==> src/ufc_pkg.sv <==
// Functional notes
// Stop-bit framing check exists in async modes 1-3, only when framing select set.
// Enabled check flags a framing error when a frame's stop bit is low.
// Framing error stays until software clears it or reset; good frames leave it.
// With framing check on, receive done rises at stop bit, else last data bit.
// Given address: stored address bits compared only where mask bit is one.
// Broadcast address is address OR mask; zero bits are don't-care.
// Reset clears address and mask, so every address matches.
// Address and mask are plain whole-byte registers.
// Modes 1 and 3: receive tick from timer 1, or timer 2 when selected.
// Modes 1 and 3: transmit tick from timer 1, or timer 2 when selected.
// Timer 2 used for baud forces auto-reload, capture select ignored.
// Timer 2 overflow flag set only when no baud source uses it; software clears.
// Trigger falling edge captures or reloads only if enabled and not baud.
// Timer 2 counts only while its run bit is set.
// Timer 2 counts clock cycles, or count pin falling edges when selected.
// Transmitter and receiver run at once, each on its own tick.
// Serial control bit 7 shows mode bit zero or framing error per framing select.
// Nine-bit multiprocessor receive accepts an address byte only on a match.
package ufc_pkg;

  // ===========================================================================
  // register offsets
  localparam logic [7:0] OFS_POWER   = 8'h87;
  localparam logic [7:0] OFS_SCTL    = 8'h98;
  localparam logic [7:0] OFS_SBUF    = 8'h99;
  localparam logic [7:0] OFS_SA_VAL  = 8'hA9;
  localparam logic [7:0] OFS_SA_MASK = 8'hB9;
  localparam logic [7:0] OFS_T2CTL   = 8'hC8;
  localparam logic [7:0] OFS_RLD_LO  = 8'hCA;
  localparam logic [7:0] OFS_RLD_HI  = 8'hCB;
  localparam logic [7:0] OFS_IRQ_ST  = 8'hE0;
  localparam logic [7:0] OFS_IRQ_CLR = 8'hE1;
  localparam logic [7:0] OFS_IRQ_EN  = 8'hE2;

  // ===========================================================================
  // field positions
  localparam int SC_TOP   = 7;
  localparam int SC_MODE1 = 6;
  localparam int SC_MULTI = 5;
  localparam int SC_REN   = 4;
  localparam int SC_TB8   = 3;
  localparam int SC_RB8   = 2;
  localparam int SC_TI    = 1;
  localparam int SC_RI    = 0;
  localparam int PC_DBL   = 7;
  localparam int PC_FRAME = 6;
  localparam int T2_OVF   = 7;
  localparam int T2_EXT   = 6;
  localparam int T2_RCLK  = 5;
  localparam int T2_TX_BAUD_SOURCE_SEL  = 4;
  localparam int T2_EXEN  = 3;
  localparam int T2_RUN   = 2;
  localparam int T2_CT    = 1;
  localparam int T2_CPRL  = 0;
  localparam int ST_W     = 5;

  // ===========================================================================
  // reset values and timing
  localparam logic [7:0]  RST_BYTE  = 8'h00;
  localparam logic [15:0] RST_WORD  = 16'h0000;
  localparam logic [2:0]  PIN_IDLE  = 3'h7;
  localparam logic [7:0]  PC_WMASK  = 8'hDF;
  localparam logic [3:0]  OVS_MID   = 4'h7;
  localparam logic [3:0]  OVS_LAST  = 4'hF;
  localparam logic [3:0]  LAST8     = 4'h7;
  localparam logic [3:0]  LAST9     = 4'h8;
  localparam logic [1:0]  M2_LAST   = 2'h3;
  localparam logic [1:0]  M2_DBL    = 2'h1;
  localparam logic [15:0] T2_MAX    = 16'hFFFF;
  localparam logic [1:0]  MODE_SYNC = 2'h0;
  localparam logic [1:0]  MODE_8VAR = 2'h1;
  localparam logic [1:0]  MODE_9FIX = 2'h2;
  localparam logic [1:0]  MODE_9VAR = 2'h3;

  typedef enum logic [1:0] {
    LS_IDLE  = 2'b00,
    LS_START = 2'b01,
    LS_DATA  = 2'b10,
    LS_STOP  = 2'b11
  } ufc_line_e;

  typedef struct packed {
    logic       wr;
    logic       rd;
    logic [7:0] addr;
    logic [7:0] wdata;
  } ufc_bus_s;

  typedef struct packed {
    logic run;
    logic ct_sel;
    logic cp_rl;
    logic exen;
    logic baud_use;
  } ufc_t2cfg_s;

endpackage

==> src/ufc_uart.sv <==
// Local design decision: strobed register access.
`timescale 1ns/1ps
module ufc_uart
  import ufc_pkg::*;
(
  input  wire logic       clk,
  input  wire logic       reset,
  input  wire ufc_bus_s   bus,
  output logic [7:0]      rdata,
  input  wire logic       rxd,
  output logic            txd,
  input  wire logic       timer1_ovf,
  input  wire logic       count_input_pin,
  input  wire logic       external_trigger_pin,
  output logic            irq
);

  logic [2:0]      pin_meta;
  logic [2:0]      pin_sync;
  logic [2:0]      pin_prev;
  logic            rxd_s;
  logic            rx_fall;
  logic            t2_fall;
  logic            ex_fall;

  logic [7:0]      sctl;
  logic            framing_error_flag;
  logic [7:0]      power;
  logic [7:0]      slave_addr_value;
  logic [7:0]      slave_addr_mask;
  logic [7:0]      timer_two_control;
  logic [15:0]     reload;
  logic [7:0]      rx_buf;
  logic [ST_W-1:0] irq_stat;
  logic [ST_W-1:0] irq_en;
  logic [ST_W-1:0] irq_ev;
  logic [ST_W-1:0] irq_clr;

  logic            wr_sctl;
  logic            wr_sbuf;
  logic            wr_power;
  logic            wr_val;
  logic            wr_mask;
  logic            wr_t2;
  logic            wr_rlo;
  logic            wr_rhi;
  logic            wr_clr;
  logic            wr_en;

  logic            framing_select;
  logic [1:0]      mode;
  logic            nine;
  logic            async_mode;
  logic [1:0]      m2_cnt;
  logic            m2_tick;
  logic            rx_tick;
  logic            tx_tick;

  ufc_line_e       rx_state;
  logic [3:0]      rx_phase;
  logic [3:0]      rx_bitn;
  logic [8:0]      rx_shift;
  logic            rx_mid;
  logic [8:0]      rx_next;
  logic [8:0]      rx_src;
  logic [7:0]      rx_byte;
  logic            rx_last;
  logic            rx_end;
  logic            rx_deliver;
  logic            rx_bit9;
  logic            rx_accept;
  logic            fe_event;
  logic            addr_hit;

  ufc_line_e       tx_state;
  logic [3:0]      tx_phase;
  logic [3:0]      tx_bitn;
  logic [8:0]      tx_shift;
  logic            tx_start;
  logic            tx_bit_end;
  logic            tx_done;

  ufc_t2cfg_s      t2cfg;
  logic [15:0]     t2_count;
  logic            t2_ovf;
  logic            t2_ext;
  logic            t2_capture;
  logic            tf2_set;

  // ===========================================================================
  // pin synchronisers: {rxd, count pin, trigger pin}
  always_ff @(posedge clk) begin
    if (reset) begin
      pin_meta <= PIN_IDLE;
      pin_sync <= PIN_IDLE;
      pin_prev <= PIN_IDLE;
    end else begin
      pin_meta <= {rxd, count_input_pin, external_trigger_pin};
      pin_sync <= pin_meta;
      pin_prev <= pin_sync;
    end
  end

  // ===========================================================================
  // decode and baud selection
  always_comb begin
    rxd_s      = pin_sync[2];
    rx_fall    = pin_prev[2] && !pin_sync[2];
    t2_fall    = pin_prev[1] && !pin_sync[1];
    ex_fall    = pin_prev[0] && !pin_sync[0];
    wr_sctl    = bus.wr && (bus.addr == OFS_SCTL);
    wr_sbuf    = bus.wr && (bus.addr == OFS_SBUF);
    wr_power   = bus.wr && (bus.addr == OFS_POWER);
    wr_val     = bus.wr && (bus.addr == OFS_SA_VAL);
    wr_mask    = bus.wr && (bus.addr == OFS_SA_MASK);
    wr_t2      = bus.wr && (bus.addr == OFS_T2CTL);
    wr_rlo     = bus.wr && (bus.addr == OFS_RLD_LO);
    wr_rhi     = bus.wr && (bus.addr == OFS_RLD_HI);
    wr_clr     = bus.wr && (bus.addr == OFS_IRQ_CLR);
    wr_en      = bus.wr && (bus.addr == OFS_IRQ_EN);
    framing_select = power[PC_FRAME];
    mode       = {sctl[SC_TOP], sctl[SC_MODE1]};
    nine       = mode[1];
    async_mode = (mode != MODE_SYNC);
    m2_tick    = (m2_cnt == (power[PC_DBL] ? M2_DBL : M2_LAST));
    // separate selects keep rx and tx rates independent, except in mode 2 where both use m2_tick
    rx_tick    = (mode == MODE_9FIX) ? m2_tick :
                 (timer_two_control[T2_RCLK] ? t2_ovf : timer1_ovf);
    tx_tick    = (mode == MODE_9FIX) ? m2_tick :
                 (timer_two_control[T2_TX_BAUD_SOURCE_SEL] ? t2_ovf : timer1_ovf);
    t2cfg.run      = timer_two_control[T2_RUN];
    t2cfg.ct_sel   = timer_two_control[T2_CT];
    t2cfg.cp_rl    = timer_two_control[T2_CPRL];
    t2cfg.exen     = timer_two_control[T2_EXEN];
    t2cfg.baud_use = timer_two_control[T2_RCLK] ||
                     timer_two_control[T2_TX_BAUD_SOURCE_SEL];
    tf2_set    = t2_ovf && !t2cfg.baud_use;
  end

  always_ff @(posedge clk) begin
    if (reset) begin
      m2_cnt <= 2'h0;
    end else begin
      m2_cnt <= m2_tick ? 2'h0 : m2_cnt + 2'h1;
    end
  end

  // ===========================================================================
  // receiver
  always_comb begin
    rx_mid     = rx_tick && (rx_phase == OVS_MID);
    rx_next    = {rxd_s, rx_shift[8:1]};
    rx_src     = (rx_state == LS_STOP) ? rx_shift : rx_next;
    rx_byte    = nine ? rx_src[7:0] : rx_src[8:1];
    rx_last    = (rx_state == LS_DATA) && rx_mid &&
                 (rx_bitn == (nine ? LAST9 : LAST8));
    rx_end     = (rx_state == LS_STOP) && rx_mid;
    rx_deliver = framing_select ? rx_end : rx_last;
    // stop bit is not yet seen when mode 1 delivers early
    if (nine) begin
      rx_bit9 = (rx_state == LS_STOP) ? rx_shift[8] : rxd_s;
    end else begin
      rx_bit9 = (rx_state == LS_STOP) ? rxd_s : 1'b1;
    end
    rx_accept  = rx_deliver && !sctl[SC_RI] &&
                 (!(sctl[SC_MULTI] && nine) || (rx_bit9 && addr_hit));
    fe_event   = rx_end && framing_select && !rxd_s;
  end

  ufc_addr_match u_match (
    .value   (slave_addr_value),
    .mask    (slave_addr_mask),
    .rx_byte (rx_byte),
    .hit     (addr_hit)
  );

  always_ff @(posedge clk) begin
    if (reset) begin
      rx_state <= LS_IDLE;
      rx_phase <= 4'h0;
      rx_bitn  <= 4'h0;
      rx_shift <= 9'h000;
    end else begin
      if (rx_tick) begin
        rx_phase <= rx_phase + 4'h1;
      end
      case (rx_state)
        LS_IDLE: begin
          if (sctl[SC_REN] && async_mode && rx_fall) begin
            rx_state <= LS_START;
            rx_phase <= 4'h0;
          end
        end
        LS_START: begin
          if (rx_mid) begin
            // a short glitch is dropped as a false start
            rx_state <= rxd_s ? LS_IDLE : LS_DATA;
            rx_bitn  <= 4'h0;
          end
        end
        LS_DATA: begin
          if (rx_mid) begin
            rx_shift <= rx_next;
            rx_bitn  <= rx_bitn + 4'h1;
            if (rx_last) begin
              rx_state <= LS_STOP;
            end
          end
        end
        LS_STOP: begin
          if (rx_mid) begin
            rx_state <= LS_IDLE;
          end
        end
        default: begin
          rx_state <= LS_IDLE;
        end
      endcase
    end
  end

  always_ff @(posedge clk) begin
    if (reset) begin
      rx_buf <= RST_BYTE;
    end else if (rx_accept) begin
      rx_buf <= rx_byte;
    end
  end

  // ===========================================================================
  // transmitter
  always_comb begin
    tx_start   = wr_sbuf && async_mode && (tx_state == LS_IDLE);
    tx_bit_end = tx_tick && (tx_phase == OVS_LAST);
    tx_done    = (tx_state == LS_STOP) && tx_bit_end;
  end

  always_ff @(posedge clk) begin
    if (reset) begin
      tx_state <= LS_IDLE;
      tx_phase <= 4'h0;
      tx_bitn  <= 4'h0;
      tx_shift <= 9'h000;
    end else begin
      if (tx_tick) begin
        tx_phase <= tx_phase + 4'h1;
      end
      case (tx_state)
        LS_IDLE: begin
          if (tx_start) begin
            tx_state <= LS_START;
            tx_phase <= 4'h0;
            tx_bitn  <= 4'h0;
            tx_shift <= {sctl[SC_TB8], bus.wdata};
          end
        end
        LS_START: begin
          if (tx_bit_end) begin
            tx_state <= LS_DATA;
          end
        end
        LS_DATA: begin
          if (tx_bit_end) begin
            tx_shift <= {1'b1, tx_shift[8:1]};
            tx_bitn  <= tx_bitn + 4'h1;
            if (tx_bitn == (nine ? LAST9 : LAST8)) begin
              tx_state <= LS_STOP;
            end
          end
        end
        LS_STOP: begin
          if (tx_bit_end) begin
            tx_state <= LS_IDLE;
          end
        end
        default: begin
          tx_state <= LS_IDLE;
        end
      endcase
    end
  end

  always_ff @(posedge clk) begin
    if (reset) begin
      txd <= 1'b1;
    end else begin
      case (tx_state)
        LS_START: txd <= 1'b0;
        LS_DATA:  txd <= tx_shift[0];
        default:  txd <= 1'b1;
      endcase
    end
  end

  // ===========================================================================
  // serial control, power control, address registers
  always_ff @(posedge clk) begin
    if (reset) begin
      sctl               <= RST_BYTE;
      framing_error_flag <= 1'b0;
    end else begin
      if (wr_sctl) begin
        sctl[6:0] <= bus.wdata[6:0];
        if (framing_select) begin
          framing_error_flag <= bus.wdata[SC_TOP];
        end else begin
          sctl[SC_TOP] <= bus.wdata[SC_TOP];
        end
      end
      // hardware events placed last so a set beats a clear
      if (rx_accept) begin
        sctl[SC_RI]  <= 1'b1;
        sctl[SC_RB8] <= rx_bit9;
      end
      if (tx_done) begin
        sctl[SC_TI] <= 1'b1;
      end
      if (fe_event) begin
        framing_error_flag <= 1'b1;
      end
    end
  end

  always_ff @(posedge clk) begin
    if (reset) begin
      power            <= RST_BYTE;
      slave_addr_value <= RST_BYTE;
      slave_addr_mask  <= RST_BYTE;
    end else begin
      if (wr_power) begin
        power <= bus.wdata & PC_WMASK;
      end
      if (wr_val) begin
        slave_addr_value <= bus.wdata;
      end
      if (wr_mask) begin
        slave_addr_mask <= bus.wdata;
      end
    end
  end

  // ===========================================================================
  // timer 2 and its control
  ufc_timer2 u_timer2 (
    .clk       (clk),
    .reset     (reset),
    .cfg       (t2cfg),
    .pin_fall  (t2_fall),
    .trig_fall (ex_fall),
    .reload    (reload),
    .count     (t2_count),
    .ovf       (t2_ovf),
    .ext_hit   (t2_ext),
    .capture   (t2_capture)
  );

  always_ff @(posedge clk) begin
    if (reset) begin
      timer_two_control <= RST_BYTE;
      reload            <= RST_WORD;
    end else begin
      if (wr_t2) begin
        timer_two_control <= bus.wdata;
      end
      if (tf2_set) begin
        timer_two_control[T2_OVF] <= 1'b1;
      end
      if (t2_ext) begin
        timer_two_control[T2_EXT] <= 1'b1;
      end
      if (wr_rlo) begin
        reload[7:0] <= bus.wdata;
      end
      if (wr_rhi) begin
        reload[15:8] <= bus.wdata;
      end
      if (t2_capture) begin
        reload <= t2_count;
      end
    end
  end

  // ===========================================================================
  // interrupt status, enable, output
  always_comb begin
    irq_ev  = {t2_ext, tf2_set, fe_event, tx_done, rx_accept};
    irq_clr = wr_clr ? bus.wdata[ST_W-1:0] : '0;
  end

  always_ff @(posedge clk) begin
    if (reset) begin
      irq_stat <= '0;
      irq_en   <= '0;
      irq      <= 1'b0;
    end else begin
      irq_stat <= (irq_stat & ~irq_clr) | irq_ev;
      if (wr_en) begin
        irq_en <= bus.wdata[ST_W-1:0];
      end
      irq <= |(irq_stat & irq_en);
    end
  end

  // ===========================================================================
  // read port
  always_ff @(posedge clk) begin
    if (reset) begin
      rdata <= RST_BYTE;
    end else if (bus.rd) begin
      case (bus.addr)
        OFS_SCTL:    rdata <= {framing_select ? framing_error_flag
                                              : sctl[SC_TOP],
                               sctl[6:0]};
        OFS_SBUF:    rdata <= rx_buf;
        OFS_POWER:   rdata <= power;
        OFS_SA_VAL:  rdata <= slave_addr_value;
        OFS_SA_MASK: rdata <= slave_addr_mask;
        OFS_T2CTL:   rdata <= timer_two_control;
        OFS_RLD_LO:  rdata <= reload[7:0];
        OFS_RLD_HI:  rdata <= reload[15:8];
        OFS_IRQ_ST:  rdata <= {3'h0, irq_stat};
        OFS_IRQ_EN:  rdata <= {3'h0, irq_en};
        default:     rdata <= RST_BYTE;
      endcase
    end else begin
      rdata <= RST_BYTE;
    end
  end

  // ===========================================================================
  // checks
  chk_fe_raise : assert property (
    @(posedge clk) disable iff (reset)
    rx_end && framing_select && !rxd_s |=> framing_error_flag)
    else $error("bad stop bit not flagged");

  chk_fe_disabled : assert property (
    @(posedge clk) disable iff (reset)
    !framing_select && !framing_error_flag && !wr_sctl
    |=> !framing_error_flag)
    else $error("framing error set while check off");

  chk_fe_sticky : assert property (
    @(posedge clk) disable iff (reset)
    framing_error_flag && !wr_sctl |=> framing_error_flag)
    else $error("framing error cleared by hardware");

  chk_ri_at_stop : assert property (
    @(posedge clk) disable iff (reset)
    $rose(sctl[SC_RI]) && !$past(wr_sctl) && $past(framing_select)
    |-> $past(rx_state) == LS_STOP)
    else $error("receive done not at stop bit");

  chk_ri_at_data : assert property (
    @(posedge clk) disable iff (reset)
    $rose(sctl[SC_RI]) && !$past(wr_sctl) && !$past(framing_select)
    |-> $past(rx_state) == LS_DATA)
    else $error("receive done not at last data bit");

  chk_addr_reset : assert property (
    @(posedge clk) disable iff (reset)
    $fell(reset) |-> slave_addr_value == RST_BYTE &&
                     slave_addr_mask == RST_BYTE)
    else $error("address registers not cleared");

  chk_rx_source : assert property (
    @(posedge clk) disable iff (reset)
    rx_state != LS_IDLE && mode == MODE_8VAR &&
    !timer_two_control[T2_RCLK] && !timer1_ovf |=> $stable(rx_phase))
    else $error("receive ticked without timer 1");

  chk_tx_source : assert property (
    @(posedge clk) disable iff (reset)
    tx_state != LS_IDLE && mode == MODE_9VAR &&
    timer_two_control[T2_TX_BAUD_SOURCE_SEL] && !t2_ovf |=> $stable(tx_phase))
    else $error("transmit ticked without timer 2");

  chk_tf2_set : assert property (
    @(posedge clk) disable iff (reset)
    t2_ovf && !t2cfg.baud_use |=> timer_two_control[T2_OVF])
    else $error("timer 2 overflow flag missed");

  chk_tf2_block : assert property (
    @(posedge clk) disable iff (reset)
    t2_ovf && t2cfg.baud_use && !timer_two_control[T2_OVF] && !wr_t2
    |=> !timer_two_control[T2_OVF])
    else $error("overflow flag set in baud use");

  chk_addr_filter : assert property (
    @(posedge clk) disable iff (reset)
    $rose(sctl[SC_RI]) && !$past(wr_sctl) && $past(sctl[SC_MULTI]) &&
    $past(nine) |-> $past(addr_hit) && sctl[SC_RB8])
    else $error("unmatched address byte accepted");

  chk_fe_view : assert property (
    @(posedge clk) disable iff (reset)
    bus.rd && bus.addr == OFS_SCTL && framing_select
    |=> rdata[SC_TOP] == $past(framing_error_flag))
    else $error("bit 7 not showing framing error");

  cov_fe : cover property (
    @(posedge clk) disable iff (reset) fe_event);

  cov_addr_accept : cover property (
    @(posedge clk) disable iff (reset)
    rx_accept && sctl[SC_MULTI] && nine);

  cov_duplex : cover property (
    @(posedge clk) disable iff (reset)
    rx_state == LS_DATA && tx_state == LS_DATA);

endmodule

==> src/ufc_addr_match.sv <==
`timescale 1ns/1ps
module ufc_addr_match
  import ufc_pkg::*;
(
  input  wire logic [7:0] value,
  input  wire logic [7:0] mask,
  input  wire logic [7:0] rx_byte,
  output logic            hit
);

  logic [7:0] given_ok;
  logic [7:0] bcast_ok;

  // ===========================================================================
  // per-bit compare
  for (genvar i = 0; i < 8; i++) begin : g_bit
    assign given_ok[i] = !mask[i] || (rx_byte[i] == value[i]);
    assign bcast_ok[i] = !(value[i] || mask[i]) || rx_byte[i];
  end

  assign hit = (&given_ok) || (&bcast_ok);

endmodule

==> src/ufc_timer2.sv <==
`timescale 1ns/1ps
module ufc_timer2
  import ufc_pkg::*;
(
  input  wire logic        clk,
  input  wire logic        reset,
  input  wire ufc_t2cfg_s  cfg,
  input  wire logic        pin_fall,
  input  wire logic        trig_fall,
  input  wire logic [15:0] reload,
  output logic [15:0]      count,
  output logic             ovf,
  output logic             ext_hit,
  output logic             capture
);

  logic tick;

  // ===========================================================================
  // count enable and events
  always_comb begin
    tick    = cfg.run && (cfg.ct_sel ? pin_fall : 1'b1);
    ovf     = tick && (count == T2_MAX);
    ext_hit = cfg.exen && trig_fall && !cfg.baud_use;
    capture = ext_hit && cfg.cp_rl;
  end

  always_ff @(posedge clk) begin
    if (reset) begin
      count <= RST_WORD;
    end else if (ovf) begin
      // baud use overrides capture mode
      count <= (cfg.baud_use || !cfg.cp_rl) ? reload : RST_WORD;
    end else if (ext_hit && !cfg.cp_rl) begin
      count <= reload;
    end else if (tick) begin
      count <= count + 16'h0001;
    end
  end

  // ===========================================================================
  // checks
  chk_t2_halted : assert property (
    @(posedge clk) disable iff (reset)
    !cfg.run && !trig_fall |=> $stable(count))
    else $error("timer 2 moved while stopped");

  chk_t2_pin : assert property (
    @(posedge clk) disable iff (reset)
    cfg.run && cfg.ct_sel && !pin_fall && !trig_fall |=> $stable(count))
    else $error("timer 2 counted without pin edge");

  chk_t2_baud_reload : assert property (
    @(posedge clk) disable iff (reset)
    ovf && cfg.baud_use |=> count == $past(reload))
    else $error("timer 2 not reloaded in baud use");

  chk_t2_trig_ignore : assert property (
    @(posedge clk) disable iff (reset)
    trig_fall && cfg.baud_use && !tick |=> $stable(count))
    else $error("trigger acted during baud use");

endmodule

==> config.mk <==
export PLATFORM = sky130hd
export DESIGN_NAME = ufc_uart
export DESIGN_NICKNAME = d
export VERILOG_FILES = /design/src/ufc_pkg.sv /design/src/ufc_uart.sv /design/src/ufc_addr_match.sv /design/src/ufc_timer2.sv
export SDC_FILE = /design/constraint.sdc
export NUM_CORES = 1
export LEC_CHECK = 0
export ABC_AREA = 1
export BUFFER_PORTS_ARGS = -buffer_cell sky130_fd_sc_hd__buf_2
export CAP_MARGIN = 20
export CORE_ASPECT_RATIO = 2
export CORE_MARGIN = 5
export CORE_UTILIZATION = 53
export DETAILED_ROUTE_END_ITERATION = 6
export PLACE_DENSITY_LB_ADDON = 0.3
export SYNTH_ARGS = -nofsm -noshare
export SYNTH_HDL_FRONTEND = slang
export SYNTH_SLANG_ARGS = --single-unit
==> constraint.sdc <==
create_clock -name clk -period 3.1 [get_ports clk]
set_clock_uncertainty 0.1 [all_clocks]
set_input_delay 0.62 -clock clk [delete_from_list [all_inputs] [get_ports clk]]
set_output_delay 0.62 -clock clk [all_outputs]
set_load 0.005 [all_outputs]
# Yosys cells after proc, flatten, opt, wreduce, memory -nomap -nowiden
# Cells that the tools add are included.
[classes] div=0 eq_ne=42 magnitude_cmp=0 reduce_logical=113 bitwise_logic=6 multipliers=0 addsub=6 n_mux=62 shift=0
[ops] cell="8-bit equality test, second input constant" n=11
[ops] cell="16-bit 2-to-1 mux" n=5
[ops] cell="8-bit case mux with 10 select lines" n=1
[ops] cell="4-bit 2-to-1 mux" n=11
[ops] cell="1-bit logical AND" n=36
[ops] cell="8-bit 2-to-1 mux" n=4
[ops] cell="1-bit logical OR" n=28
[ops] cell="9-bit 2-to-1 mux" n=3
[ops] cell="2-bit 2-to-1 mux" n=12
[ops] cell="1-bit logical NOT" n=23
[ops] cell="2-bit nonzero test" n=11
[ops] cell="2-bit != test, second input constant" n=10
[ops] cell="1-bit 2-to-1 mux" n=18
[ops] cell="9-bit case mux with 2 select lines" n=1
[ops] cell="16-bit by 1-bit adder with 16-bit output, second input constant" n=1
[ops] cell="4-bit by 1-bit adder with 4-bit output, second input constant" n=4
[ops] cell="16-bit equality test, second input constant" n=1
[ops] cell="2-bit case mux with 4 select lines" n=2
[ops] cell="4-bit case mux with 2 select lines" n=2
[ops] cell="8-bit AND reduction" n=2
[ops] cell="5-bit bitwise AND" n=2
[ops] cell="2-bit equality test, second input constant" n=5
[ops] cell="5-bit AND reduction" n=2
[ops] cell="1-bit equality test" n=8
[ops] cell="18 further kinds" n=26
[word_totals] mem_count=0 romBits=0 ramBits=0 inputBits=24 register_bits=149 out_inout_bits=10 latchBits=0 word_cells=261

# Longest topological paths before layout
[logic_depth] word_depth=14 ltp_mapped=17 ltp_nobuf=17

# Modules after synthesis
# From an unflattened synthesis, not the netlist that was laid out.
[hier_totals] cells_unflattened=1261 area_unflattened_um2=8298.0
[modules_own_cells] mod="ufc_uart" n_inst=1 seq_area_each_um2=2662.6 cells_per_inst=927 area_each_um2=6447.4
[modules_own_cells] mod="ufc_timer2" n_inst=1 seq_area_each_um2=320.3 cells_per_inst=271 area_each_um2=1589.0
[modules_own_cells] mod="ufc_addr_match" n_inst=1 seq_area_each_um2=0.0 cells_per_inst=63 area_each_um2=261.5

# Least setup slack after synthesis
# OpenSTA, ideal clock, no wires.
[synth_timing] path_type="input to register" from="input port bus[14] (netlist name)" to="register tx_shift[4]" setup_ps=70 cell_stages=13 n_path_buf=1 arrival_ps=1962 required_ps=2930 path_slack_ps=968 cell_sequence="inv_1 nand2_1 nor3_1 nand2_1 inv_2 nand2_1 nand2_1 inv_1 a21oi_2 nand2_2 buf_6 or2_0 a21oi_1"
[synth_via] elab_chain_len=6
[synth_rtl] item="start, declared" line_no="ufc_uart.sv:8" rtl="input wire ufc_bus_s bus,"
[synth_rtl] item="8-bit equality test" line_no="ufc_uart.sv:112" rtl="wr_sbuf = bus.wr && (bus.addr == OFS_SBUF);"
[synth_rtl] item="1-bit logical AND" line_no="ufc_uart.sv:112"
[synth_rtl] item="1-bit logical AND (2 in a row)" line_no="ufc_uart.sv:233" rtl="tx_start = wr_sbuf && async_mode && (tx_state == LS_IDLE);"
[synth_rtl] item="2-bit != test (no source line)"
[synth_rtl] item="3-bit AND reduction (no source line)"
[synth_rtl] item="end signal, assigned" line_no="ufc_uart.sv:254" rtl="tx_shift <= {sctl[SC_TB8], bus.wdata};"
[synth_rtl] item="end signal, assigned" line_no="ufc_uart.sv:264" rtl="tx_shift <= {1'b1, tx_shift[8:1]};"
[synth_rtl] item="end, declared" line_no="ufc_uart.sv:78" rtl="logic [8:0] tx_shift;"
# No other way between the ends.
# A chain may end at the register's enable or synchronous reset.

==> tab_implementation.tex <==
\begin{tabular}{lr}
\hline
Metric & Value \\
\hline
\multicolumn{2}{l}{\textbf{Status}} \\
Result of the run & complete, no violations \\
\multicolumn{2}{l}{\textbf{Routing}} \\
DRC & 0 \\
Average vias per placed instance & 5.86 \\
Drt first-iter violations & 597 \\
Total iterations of the first detailed-routing run & 6 \\
Number of antenna-violating nets in the routed design & 0 \\
Vias & roughly 8000 \\
Post-detailed-routing wire length & approximately 25 mm \\
Post-detailed-route wirelength per cell & around 19 µm \\
\multicolumn{2}{l}{\textbf{Power}} \\
Sequential fraction of design power & between 40 and 50\% \\
Fraction of power consumed by combinational cells & 8.5\% \\
Peak supply drop & 0.391 mV \\
Share of total power consumed by net switching & 24.0\% \\
Portion of total power attributed to the clock network & 47.7\% \\
Total power density per cell area & between 500 and 600 nW/µm² \\
Switching power summed over all nets & 1.11 mW \\
Internal power component & 3.51 mW \\
Leak pwr & 3.64 nW \\
\multicolumn{2}{l}{\textbf{Layout}} \\
Multi-input combinational cell area & approximately 3900 µm² \\
Signed area change from the synthesized netlist to the final layout & 13.6\% \\
FILL cells & 1440 \\
Number of diodes & 0 \\
Non-Filler Instances & 1357 \\
Total Nets Final & 1188 \\
Sequential cell area & slightly below 3000 µm² \\
Share of final-layout standard cells stronger than drive strength 1 & between 9 and 10\% \\
\multicolumn{2}{l}{\textbf{Die}} \\
Row cnt & 62 \\
Area of the core region & between 10000 and 15000 µm² \\
Floorplan die height & $\sim$180 µm \\
Number of ports placed on the die boundary & 34 \\
X dimension of the die & between 90 and 100 µm \\
Die footprint & 17000 µm² \\
Starting utilization of the core area & a little over half \\
\multicolumn{2}{l}{\textbf{Timing}} \\
Worst slew margin & roughly 45\% \\
Final period utilization & a little under 90\% \\
Tightest Pin Transition & 0.826 ns \\
Highest attainable clock frequency & 360 MHz \\
Setup violations, final & 0 \\
Total negative setup slack & 0 ns \\
Unrepaired setup endpoints after global routing & false \\
Number of pins exceeding their max-slew limit in the final report & 0 \\
Worst Hold Slack & between 0.2 and 0.3 ns \\
Tmin final & around 2.8 ns \\
Final Hold Vio Count & 0 \\
\multicolumn{2}{l}{\textbf{Place}} \\
Port-buffer cells & 33 \\
Number of cells after detailed placement & 1327 \\
Detailed placer's ending HPWL & between 15 and 20 mm \\
RD Place Congestion & 1.06 \\
\multicolumn{2}{l}{\textbf{Global route}} \\
Most crowded layer after global routing & met2 \\
Global route overflow & 0 \\
Met3 capacity usage during global routing & 7.57\% \\
Largest net degree at the start of global routing & 62 \\
Total track usage & 30.9\% \\
First-pass GRT wire length & 39.7 mm \\
Met2 Usage GRT & a little over half \\
Number of global-route vias before repair & 7729 \\
Antenna violations before repair & 0 \\
Met1 usage in global routing & 28.2\% \\
\multicolumn{2}{l}{\textbf{Min path}} \\
Type of the worst min-delay path & primary input to register \\
\multicolumn{2}{l}{\textbf{Clock network}} \\
Clock transition at the register clock pins on the worst setup and hold paths after CTS & 0.06 ns \\
Root cell of the clock tree & clkbuf\_16 \\
Number of buffers on the longest clock path & 2 \\
H-Tree Level Count & 4 \\
Clock insertion delay at the later pin of the skew report & 0.43 ns \\
Number of clock sinks & 149 \\
TritonCTS Buffers & 17 \\
Total setup buffers inserted after CTS & 0 \\
Clock tree from TritonCTS & yes \\
\multicolumn{2}{l}{\textbf{Synthesis}} \\
Library cells used by synthesis & 47 \\
Yosys synthesis warning count & 0 \\
Mean instance size in the synthesized netlist & between 6 and 7 µm² \\
Sequential area share after synthesis & 39.1\% \\
Mapped cell area & roughly 7600 µm² \\
Nets in the synthesized netlist & 1154 \\
Count of mapped cells out of synthesis & between 1000 and 1500 \\
Post-synthesis register bit count & 149 \\
\multicolumn{2}{l}{\textbf{Setup path}} \\
Cell seen most often among critical-path stages & nand2\_1 \\
Worst path arrival time & 3.03 ns \\
Critical Path Sink Type & register \\
Top cell family by delay on the critical path & simple AND/OR/NAND/NOR gates \\
Worst Path Required & 3.36 ns \\
Type of element launching the critical path & register \\
Crit Path Max Fanout & 14 \\
Delay of the slowest cell on the worst path & $\sim$0.54 ns \\
CP Class & register to register \\
Buffers plus inverters on the worst setup path & 0 \\
Sequence of cells on the critical path & nand2\_2, o21ai\_0, nand2\_1, nand2\_1, nand2\_1, nand3\_1, nand2\_1, nor2\_1, nand2\_1, nand2\_1, nand2\_1, nand2\_1, nand2\_2, nand2\_1, nand2\_1, nor2\_1 \\
Worst path slowest cell & dfxtp\_1 \\
\multicolumn{2}{l}{\textbf{Run}} \\
Number of max-cap violations & 0 \\
\hline
\end{tabular}
[synth_stat cells, drive strengths merged]
cell type / instances / area share, %
ha: 10 / 1.6
nor4: 2 / 0.16
nor3b: 1 / 0.099
nor2: 113 / 5.9
nand4: 18 / 1.5
o22ai: 10 / 0.82
clkbuf: 33 / 1.6
inv: 144 / 7.1
o21bai: 2 / 0.25
nand3: 86 / 5.8
a41oi: 1 / 0.11
or2: 15 / 1.2
a31oi: 8 / 0.66
o41ai: 2 / 0.23
buf: 9 / 0.67
xor2: 12 / 1.4
o221ai: 7 / 0.80
a32oi: 3 / 0.34
a22o: 1 / 0.11
a221oi: 15 / 1.7
o311ai: 1 / 0.11
o211ai: 7 / 0.69
o21ai: 103 / 6.8
a22oi: 2 / 0.20
xnor2: 1 / 0.11
dfxtp: 149 / 39
o21a: 2 / 0.20
a21oi: 110 / 7.3
nor3: 18 / 1.3
clkinv: 3 / 0.15
a311oi: 2 / 0.23
nand2: 229 / 12
o31ai: 1 / 0.099
[what timing repair did]
action / CTS / global route
gates resized for setup: 0 / 2
endpoints found under the setup margin: 0 / 6
hold buffers: 0 / 0
hold endpoints to repair: 0 / 0
[stage by stage]
stage / worst slack (ns) / utilization, % / power [mW] / cell area [µm²]
2_1_floorplan: 0.968 / - / 2.34 / 7620
3_3_place_gp: 0.371 / 56.3 / 2.45 / 8030
3_5_place_dp: 0.360 / 56.3 / 2.46 / 8030
4_1_cts: 0.278 / 60.6 / 4.64 / 8650
5_1_grt: 0.0156 / 60.7 / 4.78 / 8660
6_report: 0.326 / 60.7 / 4.63 / 8660
[routing by layer]
| layer | vias up | share of wire [%] |
|---|---|---|
| li1 | 3800 | - |
| met1 | 3628 | 32 |
| met2 | 375 | 50 |
| met3 | 153 | 6.6 |
| met4 | 0 | 11 |
| met5 | - | 0 |
[path summary, 6_finish.rpt]
path / start / endpoint / slack [ns] / cells past startpoint
setup / recovery: register / sctl[2]$_SDFFE_PP0P_ / 0.33 / 16
hold / removal: rxd / pin_meta[2]$_SDFF_PP1_ / 0.27 / 2
setup reg to reg: register / sctl[2]$_SDFFE_PP0P_ / 0.33 / 16
hold reg to reg: pin_meta[1]$_SDFF_PP1_ / pin_sync[1]$_SDFF_PP1_ / 0.31 / 1
[cell families after synthesis]
group / share of synthesized area, %
and+or+nand+nor: 27.5
AOI/OAI and AO/OA: 20.7
buffers and inverters: 9.55
DFF: 39.1
xor gates and xnor gates: 1.49
adders and majority gates: 1.64
[area by class of cell]
cell class	count	area share, %
Sequential cell	149	34.5
Inverter	147	6.37
Tap cell	192	2.77
Timing Repair Buffer	57	3.99
Multi-Input combinational cell	782	45.2
Clock buffer	21	5.43
Clock inverter	9	1.75
[sequential cells by signal, indices dropped and copies added (netlist names), 2 cells and up, named ones only]
signal,count
m2_cnt,2
tx_shift,9
sctl,8
pin_sync,3
rx_buf,8
reload,16
slave_addr_value,8
rx_shift,9
pin_prev,3
tx_bitn,4
u_timer2.count,16
rx_phase,4
tx_state,2
rx_bitn,4
slave_addr_mask,8
tx_phase,4
rdata,8
irq_en,5
power,7
pin_meta,3
irq_stat,5
timer_two_control,8
[cells in the final DEF, fill, tap and decap left out, types with 3 or more instances in the layout]
master / instances
nand2_2: 6
buf_2: 33
o221ai_1: 7
nand4_1: 18
a221oi_1: 15
clkinv_2: 3
o21ai_0: 103
clkbuf_16: 17
nor2_2: 3
or2_0: 7
clkbuf_8: 3
buf_4: 24
a21oi_1: 108
o211ai_1: 7
bufinv_16: 4
a31oi_1: 8
inv_1: 142
a32oi_1: 3
clkinv_1: 3
nand2_1: 222
or2_2: 8
o22ai_1: 10
nand3_1: 85
nor2_1: 108
dfxtp_1: 148
xor2_1: 12
nor3_1: 17
ha_1: 10
[power groups by stage]
| stage | logic (mW) | registers [mW] | clock network [mW] |
|---|---|---|---|
| CTS | 0.390 | 2.03 | 2.22 |
| global placement | 0.381 | 2.07 | 0 |
| finish | 0.394 | 2.03 | 2.21 |
| floorplan | 0.284 | 2.06 | 0 |
| detailed placement | 0.387 | 2.07 | 0 |
| global route | 0.446 | 2.03 | 2.30 |
Power figures use the tool's default switching activity.
